File: config.mk
export PLATFORM = sky130hd
export DESIGN_NAME = spkbyp_regs
export DESIGN_NICKNAME = d
export VERILOG_FILES = /design/src/common/spkbyp_pkg.sv /design/src/verilog/spkbyp_gain_dec.sv /design/src/verilog/spkbyp_dith_dec.sv /design/src/verilog/spkbyp_regs.sv
export VERILOG_INCLUDE_DIRS = /design/src /design/src/common
export SDC_FILE = /design/constraint.sdc
export NUM_CORES = 1
export LEC_CHECK = 0
export ABC_AREA = 1
export BUFFER_PORTS_ARGS = -buffer_cell sky130_fd_sc_hd__buf_4
export CORE_UTILIZATION = 45
export DETAILED_ROUTE_END_ITERATION = 12
export PLACE_DENSITY = 0.86
export REMOVE_ABC_BUFFERS = 1
export SLEW_MARGIN = 20
export SYNTH_ARGS = -nofsm -noshare
export SYNTH_HDL_FRONTEND = slang
export SYNTH_HIERARCHICAL = 1
export SYNTH_SLANG_ARGS = --single-unit
export TNS_END_PERCENT = 30
File: constraint.sdc
create_clock -name ref_clk_i -period 1.91 [get_ports ref_clk_i]
set_input_delay 0.191 -clock ref_clk_i [delete_from_list [all_inputs] [get_ports ref_clk_i]]
set_output_delay 0.191 -clock ref_clk_i [all_outputs]
set_load 0.02 [all_outputs]
File: src/common/spkbyp_map.svh
`ifndef SPKBYP_MAP_SVH
`define SPKBYP_MAP_SVH

// Register addresses (page zero)
`define SPKBYP_ADDR_RSVD_A 8'h46
`define SPKBYP_ADDR_RSVD_B 8'h47
`define SPKBYP_ADDR_RSVD_C 8'h48
`define SPKBYP_ADDR_AMP_CTRL 8'h49
`define SPKBYP_ADDR_RSVD_D 8'h4A
`define SPKBYP_ADDR_RSVD_E 8'h4B
`define SPKBYP_ADDR_DITHER 8'h4C
`define SPKBYP_ADDR_RSVD_F 8'h4D
`define SPKBYP_ADDR_RSVD_G 8'h4E

// Amplifier control fields
`define SPKBYP_AMP_LGAIN_HI 7
`define SPKBYP_AMP_LGAIN_LO 6
`define SPKBYP_AMP_RGAIN_HI 5
`define SPKBYP_AMP_RGAIN_LO 4
`define SPKBYP_AMP_LEN_BIT 3
`define SPKBYP_AMP_REN_BIT 2
`define SPKBYP_AMP_BYP_BIT 1
`define SPKBYP_AMP_BOOT_BIT 0
`define SPKBYP_AMP_RESET 8'h00

// Dither control fields
`define SPKBYP_DITH_L_HI 7
`define SPKBYP_DITH_L_LO 4
`define SPKBYP_DITH_R_HI 3
`define SPKBYP_DITH_R_LO 0
`define SPKBYP_DITH_RESET 8'h00

// Dither step and reserved read value
`define SPKBYP_DITH_STEP_MV 8'h0F
`define SPKBYP_DITH_MIN_MV 8'h0F
`define SPKBYP_DITH_MAX_MV 8'h69
`define SPKBYP_RDATA_RESET 8'h00
`define SPKBYP_RSVD_READ 8'h00

`endif

File: src/common/spkbyp_pkg.sv
`default_nettype none
package spkbyp_pkg;
  typedef logic [7:0] spkbyp_byte_t;
  typedef logic [1:0] spkbyp_gain_t;
  typedef logic [3:0] spkbyp_dith_t;
  typedef logic [7:0] spkbyp_mv_t;
endpackage : spkbyp_pkg
`default_nettype wire

File: src/verilog/spkbyp_gain_dec.sv
`timescale 1ns/1ps
`default_nettype none
`include "spkbyp_map.svh"
module spkbyp_gain_dec
  import spkbyp_pkg::*;
(
  input wire spkbyp_gain_t code_i,
  output logic [4:0] gain_db_o
);
  // Steps of 6 dB: 0, 6, 12, 18
  always_comb begin
    unique case (code_i)
      2'h0: gain_db_o = 5'h00;
      2'h1: gain_db_o = 5'h06;
      2'h2: gain_db_o = 5'h0C;
      2'h3: gain_db_o = 5'h12;
    endcase
  end
endmodule : spkbyp_gain_dec
`default_nettype wire

File: src/verilog/spkbyp_dith_dec.sv
`timescale 1ns/1ps
`default_nettype none
`include "spkbyp_map.svh"
module spkbyp_dith_dec
  import spkbyp_pkg::*;
(
  input wire spkbyp_dith_t code_i,
  output logic enable_o,
  output logic negative_o,
  output spkbyp_mv_t mag_mv_o
);
  logic [10:0] prod;
  // Sign-magnitude: top bit sign, low three bits magnitude
  always_comb begin
    prod = 11'(code_i[2:0]) * 11'(`SPKBYP_DITH_STEP_MV);
    enable_o = (code_i[2:0] != 3'h0);
    negative_o = code_i[3] & enable_o;
    mag_mv_o = prod[7:0];
  end
endmodule : spkbyp_dith_dec
`default_nettype wire

File: src/verilog/spkbyp_regs.sv
// How it works
// - Bits 7-6 set left gain 0-18 dB
// - Bits 5-4 set right gain likewise
// - Bit 3 write enables left channel
// - Bit 2 write enables right channel
// - Bit 1 write switches bypass on
// - Bit 0 runs bypass bootstrap clock
// - Amplifier register resets to all zero
// - Left dither sign-magnitude, 15 mV steps
// - Right dither same encoding, resets disabled
// - Magnitude 111 is 105, 001 is 15
// - Reserved addresses read zero; host never writes
`timescale 1ns/1ps
`default_nettype none
`include "spkbyp_map.svh"
module spkbyp_regs
  import spkbyp_pkg::*;
(
  input wire logic ref_clk_i,
  input wire logic rst_i,
  input wire logic wr_en_i,
  input wire logic rd_en_i,
  input wire spkbyp_byte_t addr_i,
  input wire spkbyp_byte_t wdata_i,
  output spkbyp_byte_t rdata_o,
  output logic rvalid_o,
  output logic [4:0] left_gain_db_o,
  output logic [4:0] right_gain_db_o,
  output spkbyp_gain_t left_gain_code_o,
  output spkbyp_gain_t right_gain_code_o,
  output logic left_amp_en_o,
  output logic right_amp_en_o,
  output logic bypass_sw_en_o,
  output logic boot_clk_en_o,
  output logic left_dith_en_o,
  output logic left_dith_neg_o,
  output spkbyp_mv_t left_dith_mv_o,
  output logic right_dith_en_o,
  output logic right_dith_neg_o,
  output spkbyp_mv_t right_dith_mv_o
);
  spkbyp_byte_t amp_q, amp_d;
  spkbyp_byte_t dith_q, dith_d;
  spkbyp_byte_t rdata_q, rdata_d;
  logic rvalid_q, rvalid_d;

  // Register writes; reserved addresses ignore writes
  always_comb begin
    amp_d = amp_q;
    dith_d = dith_q;
    if (wr_en_i) begin
      if (addr_i == `SPKBYP_ADDR_AMP_CTRL) begin
        amp_d = wdata_i;
      end
      if (addr_i == `SPKBYP_ADDR_DITHER) begin
        dith_d = wdata_i;
      end
    end
  end

  always_ff @(posedge ref_clk_i) begin
    if (rst_i) begin
      amp_q <= `SPKBYP_AMP_RESET;
      dith_q <= `SPKBYP_DITH_RESET;
    end else begin
      amp_q <= amp_d;
      dith_q <= dith_d;
    end
  end

  // Read path; write-only bits read back as zero
  always_comb begin
    rvalid_d = rd_en_i;
    rdata_d = `SPKBYP_RSVD_READ;
    if (rd_en_i) begin
      if (addr_i == `SPKBYP_ADDR_AMP_CTRL) begin
        rdata_d = {amp_q[`SPKBYP_AMP_LGAIN_HI:`SPKBYP_AMP_RGAIN_LO], 3'h0, amp_q[`SPKBYP_AMP_BOOT_BIT]};
      end else if (addr_i == `SPKBYP_ADDR_DITHER) begin
        rdata_d = dith_q;
      end
    end
  end

  always_ff @(posedge ref_clk_i) begin
    if (rst_i) begin
      rdata_q <= `SPKBYP_RDATA_RESET;
      rvalid_q <= 1'b0;
    end else begin
      rdata_q <= rdata_d;
      rvalid_q <= rvalid_d;
    end
  end

  assign rdata_o = rdata_q;
  assign rvalid_o = rvalid_q;
  assign left_gain_code_o = amp_q[`SPKBYP_AMP_LGAIN_HI:`SPKBYP_AMP_LGAIN_LO];
  assign right_gain_code_o = amp_q[`SPKBYP_AMP_RGAIN_HI:`SPKBYP_AMP_RGAIN_LO];
  assign left_amp_en_o = amp_q[`SPKBYP_AMP_LEN_BIT];
  assign right_amp_en_o = amp_q[`SPKBYP_AMP_REN_BIT];
  assign bypass_sw_en_o = amp_q[`SPKBYP_AMP_BYP_BIT];
  assign boot_clk_en_o = amp_q[`SPKBYP_AMP_BOOT_BIT];

  spkbyp_gain_dec u_lgain (
    .code_i(amp_q[`SPKBYP_AMP_LGAIN_HI:`SPKBYP_AMP_LGAIN_LO]),
    .gain_db_o(left_gain_db_o)
  );
  spkbyp_gain_dec u_rgain (
    .code_i(amp_q[`SPKBYP_AMP_RGAIN_HI:`SPKBYP_AMP_RGAIN_LO]),
    .gain_db_o(right_gain_db_o)
  );
  spkbyp_dith_dec u_ldith (
    .code_i(dith_q[`SPKBYP_DITH_L_HI:`SPKBYP_DITH_L_LO]),
    .enable_o(left_dith_en_o),
    .negative_o(left_dith_neg_o),
    .mag_mv_o(left_dith_mv_o)
  );
  spkbyp_dith_dec u_rdith (
    .code_i(dith_q[`SPKBYP_DITH_R_HI:`SPKBYP_DITH_R_LO]),
    .enable_o(right_dith_en_o),
    .negative_o(right_dith_neg_o),
    .mag_mv_o(right_dith_mv_o)
  );
endmodule : spkbyp_regs
`default_nettype wire

==> metrics.txt <==
status complete, but fails checks; failing checks setup timing; critical path's slowest cell fa_1; synthesized area 0.00185 mm2; crit-path max cell delay 520 ps; Max IR drop VDD 0.288 mV; Buf/Inv on CP 1; clock skew 10.8 ps; Mapped Cells 248; Inserted Diodes 0; Die Y 66.2 um; CTS root buf clkbuf_8; DRC Markers 0; Non-Filler Instances 360; crit-path max FO 2; post-route cell area 0.00245 mm2; period utilization 1.18; crit path cell chain fa_1 -> ha_2 -> fa_2 -> xnor2_2 -> buf_4; detailed-route via count 1679; Total Routing Usage GR 0.197; DIE AREA 0.00438 mm2; wl on met1 1.64 mm; pin count of the biggest net entering global routing 17; Sink Count 25; top layer in use met4; Seq cells post-synth 25; antenna violations before repair 0; Avg WL per Cell 11.3 um; CTS buffer count 3; Reg clk slew, reported paths 90 ps; later-pin clock latency in the skew report 270 ps; ports placed on the boundary 67; DRT Pass-1 Iters 6; type of origin of the critical path flip-flop; area grow syn2layout 32.3%; initial core utilization 0.488; maximum clock path buffer count 2; RR Startpoint dith_q[6]$_SDFFE_PP0P_; Avg Inst Size Synth 7.47 um2; vias in the first global route 1554; worst setup margin -347 ps; global route overflow 0; fin nets 363; Via density 4.66; TritonCTS clock tree built; worst hold slack 149 ps; ANT nets after route 0; DP HPWL 3.28 mm; Worst EP required 1720 ps; first-pass GRT wire length 6.57 mm; layout cell share with drive strength beyond 1 0.330; Leak 0.00137 uW; CP Class flip-flop to primary output; register area share after synthesis 0.270; cell family with most CP delay adder cells; Crit. Startpoint dith_q[4]$_SDFFE_PP0P_; gpl congestion 0.772; Worst Hold Launch wdata_i[4]; drt total wl 4.06 mm; Post-CTS Hold Fix Bufs 0; Slew Limit Fails 0; data arrival time of the critical path 2070 ps; detailed router's first-iteration violation count 84; RSZ-0062 raised after global routing yes; maximum clock frequency 443 MHz; final hold viol count 0; Core ar. 0.00380 mm2; placed cell areas 0.00236 mm2; pwr/cell area 380 mW/mm2; met3 routed WL 316 um; worst min path class primary input to flip-flop; YS warnings 6; H-tree depth 1; die extent in x 66.2 um; placed instance count 356; port bufs 62; post-layout min period 2260 ps; num rows 22; # setup viols final 8; Max Cap Viol 0; kind of end point of the critical path primary output; Netlist cell types 22; WL met2 2.07 mm
==> synthesized netlist by cell type (all sizes together) <==
| library cell | instances | area, um2 |
|---|---|---|
| a21boi | 2 | 15.0 |
| buf | 10 | 80.1 |
| conb | 4 | 15.0 |
| dfxtp | 25 | 500 |
| fa | 6 | 120 |
| ha | 24 | 300 |
| inv | 56 | 210 |
| nand2 | 60 | 248 |
| nand3 | 5 | 62.6 |
| nand4 | 8 | 50.1 |
| nor2 | 39 | 180 |
| o21bai | 2 | 22.5 |
| o22ai | 5 | 31.3 |
| xnor2 | 2 | 17.5 |
==> logic make-up (layout without fill, tap and decap cells) <==
group,count (synthesis),in the layout,synth area share
flops,25,25,0.270
buf+inv,66,130,0.157
xor+xnor,2,2,0.00945
simple gates,112,112,0.292
other cells,4,4,0.00810
compound gates,9,9,0.0371
fa+ha+maj,30,30,0.227
==> per-layer routing <==
metal / vias up / GRT usage
li1: 848 / -
met1: 758 / 0.226
met2: 69 / 0.355
met3: 4 / 0.0586
met4: 0 / 0.0452
met5: - / 0
==> worst min-delay path, cell delays in order <==
cell	delay [ps]
buf_4	80
nor2_1	30
nor2_1	80
==> per-stage QoR <==
stage               setup slack [ps]   util  TNS, ps  power (uW)
floorplan                       -387      -    -1560         584
global placement               -85.1  0.621     -208         632
detailed placement              -145  0.621     -451         634
CTS                             -306  0.643    -2100         940
global route                    -410  0.645    -2720         969
finish                          -347  0.645    -2220         933
==> placed cells by master, fill, tap and decap left out, drive strengths merged <==
cell type and n:
a21boi 2, buf 70, clkbuf 4, conb 4, dfxtp 25, fa 6
ha 24, inv 56, nand2 60, nand3 5, nand4 8, nor2 39
o21bai 2, o22ai 5, xnor2 2
==> where the power goes <==
group | total [uW] | leakage, uW | switching (uW) | internal [uW]
clock network | 310 | 0.0000228 | 161 | 149
logic | 99.1 | 0.00115 | 57.6 | 41.5
registers | 524 | 0.000203 | 1.01 | 522
==> path summary, 6_finish.rpt <==
path                            slack, ps  cells past startpoint                endpoint
worst max-delay path                 -350                      5       left_dith_mv_o[4]
worst min-delay path                  150                      3  dith_q[4]$_SDFFE_PP0P_
worst max register to register        980                      5  dith_q[6]$_SDFFE_PP0P_
worst min register to register        490                      2   rdata_o[3]$_SDFF_PP0_
==> flip-flops by register name (all words and copies together) (netlist names) <==
signal	cells
amp_q	8
dith_q	8
rvalid_o	1
rdata_o	8
==> area by class of cell <==
class	count	area (um2)
flip-flops and latches	25	503
multi-input cells	157	1090
clock buffers	4	45.0
well taps	48	60.1
repair buffers	70	541
inverters	56	210
fillers	348	1350
==> what timing repair did <==
action                                  CTS  global route
resized for setup                        13             1
buffers inserted                          0             0
endpoints found under the setup margin    8             8
hold endpoints to repair                  0             0
pin swaps                                 5             0
(Power assumes the default switching activity.)
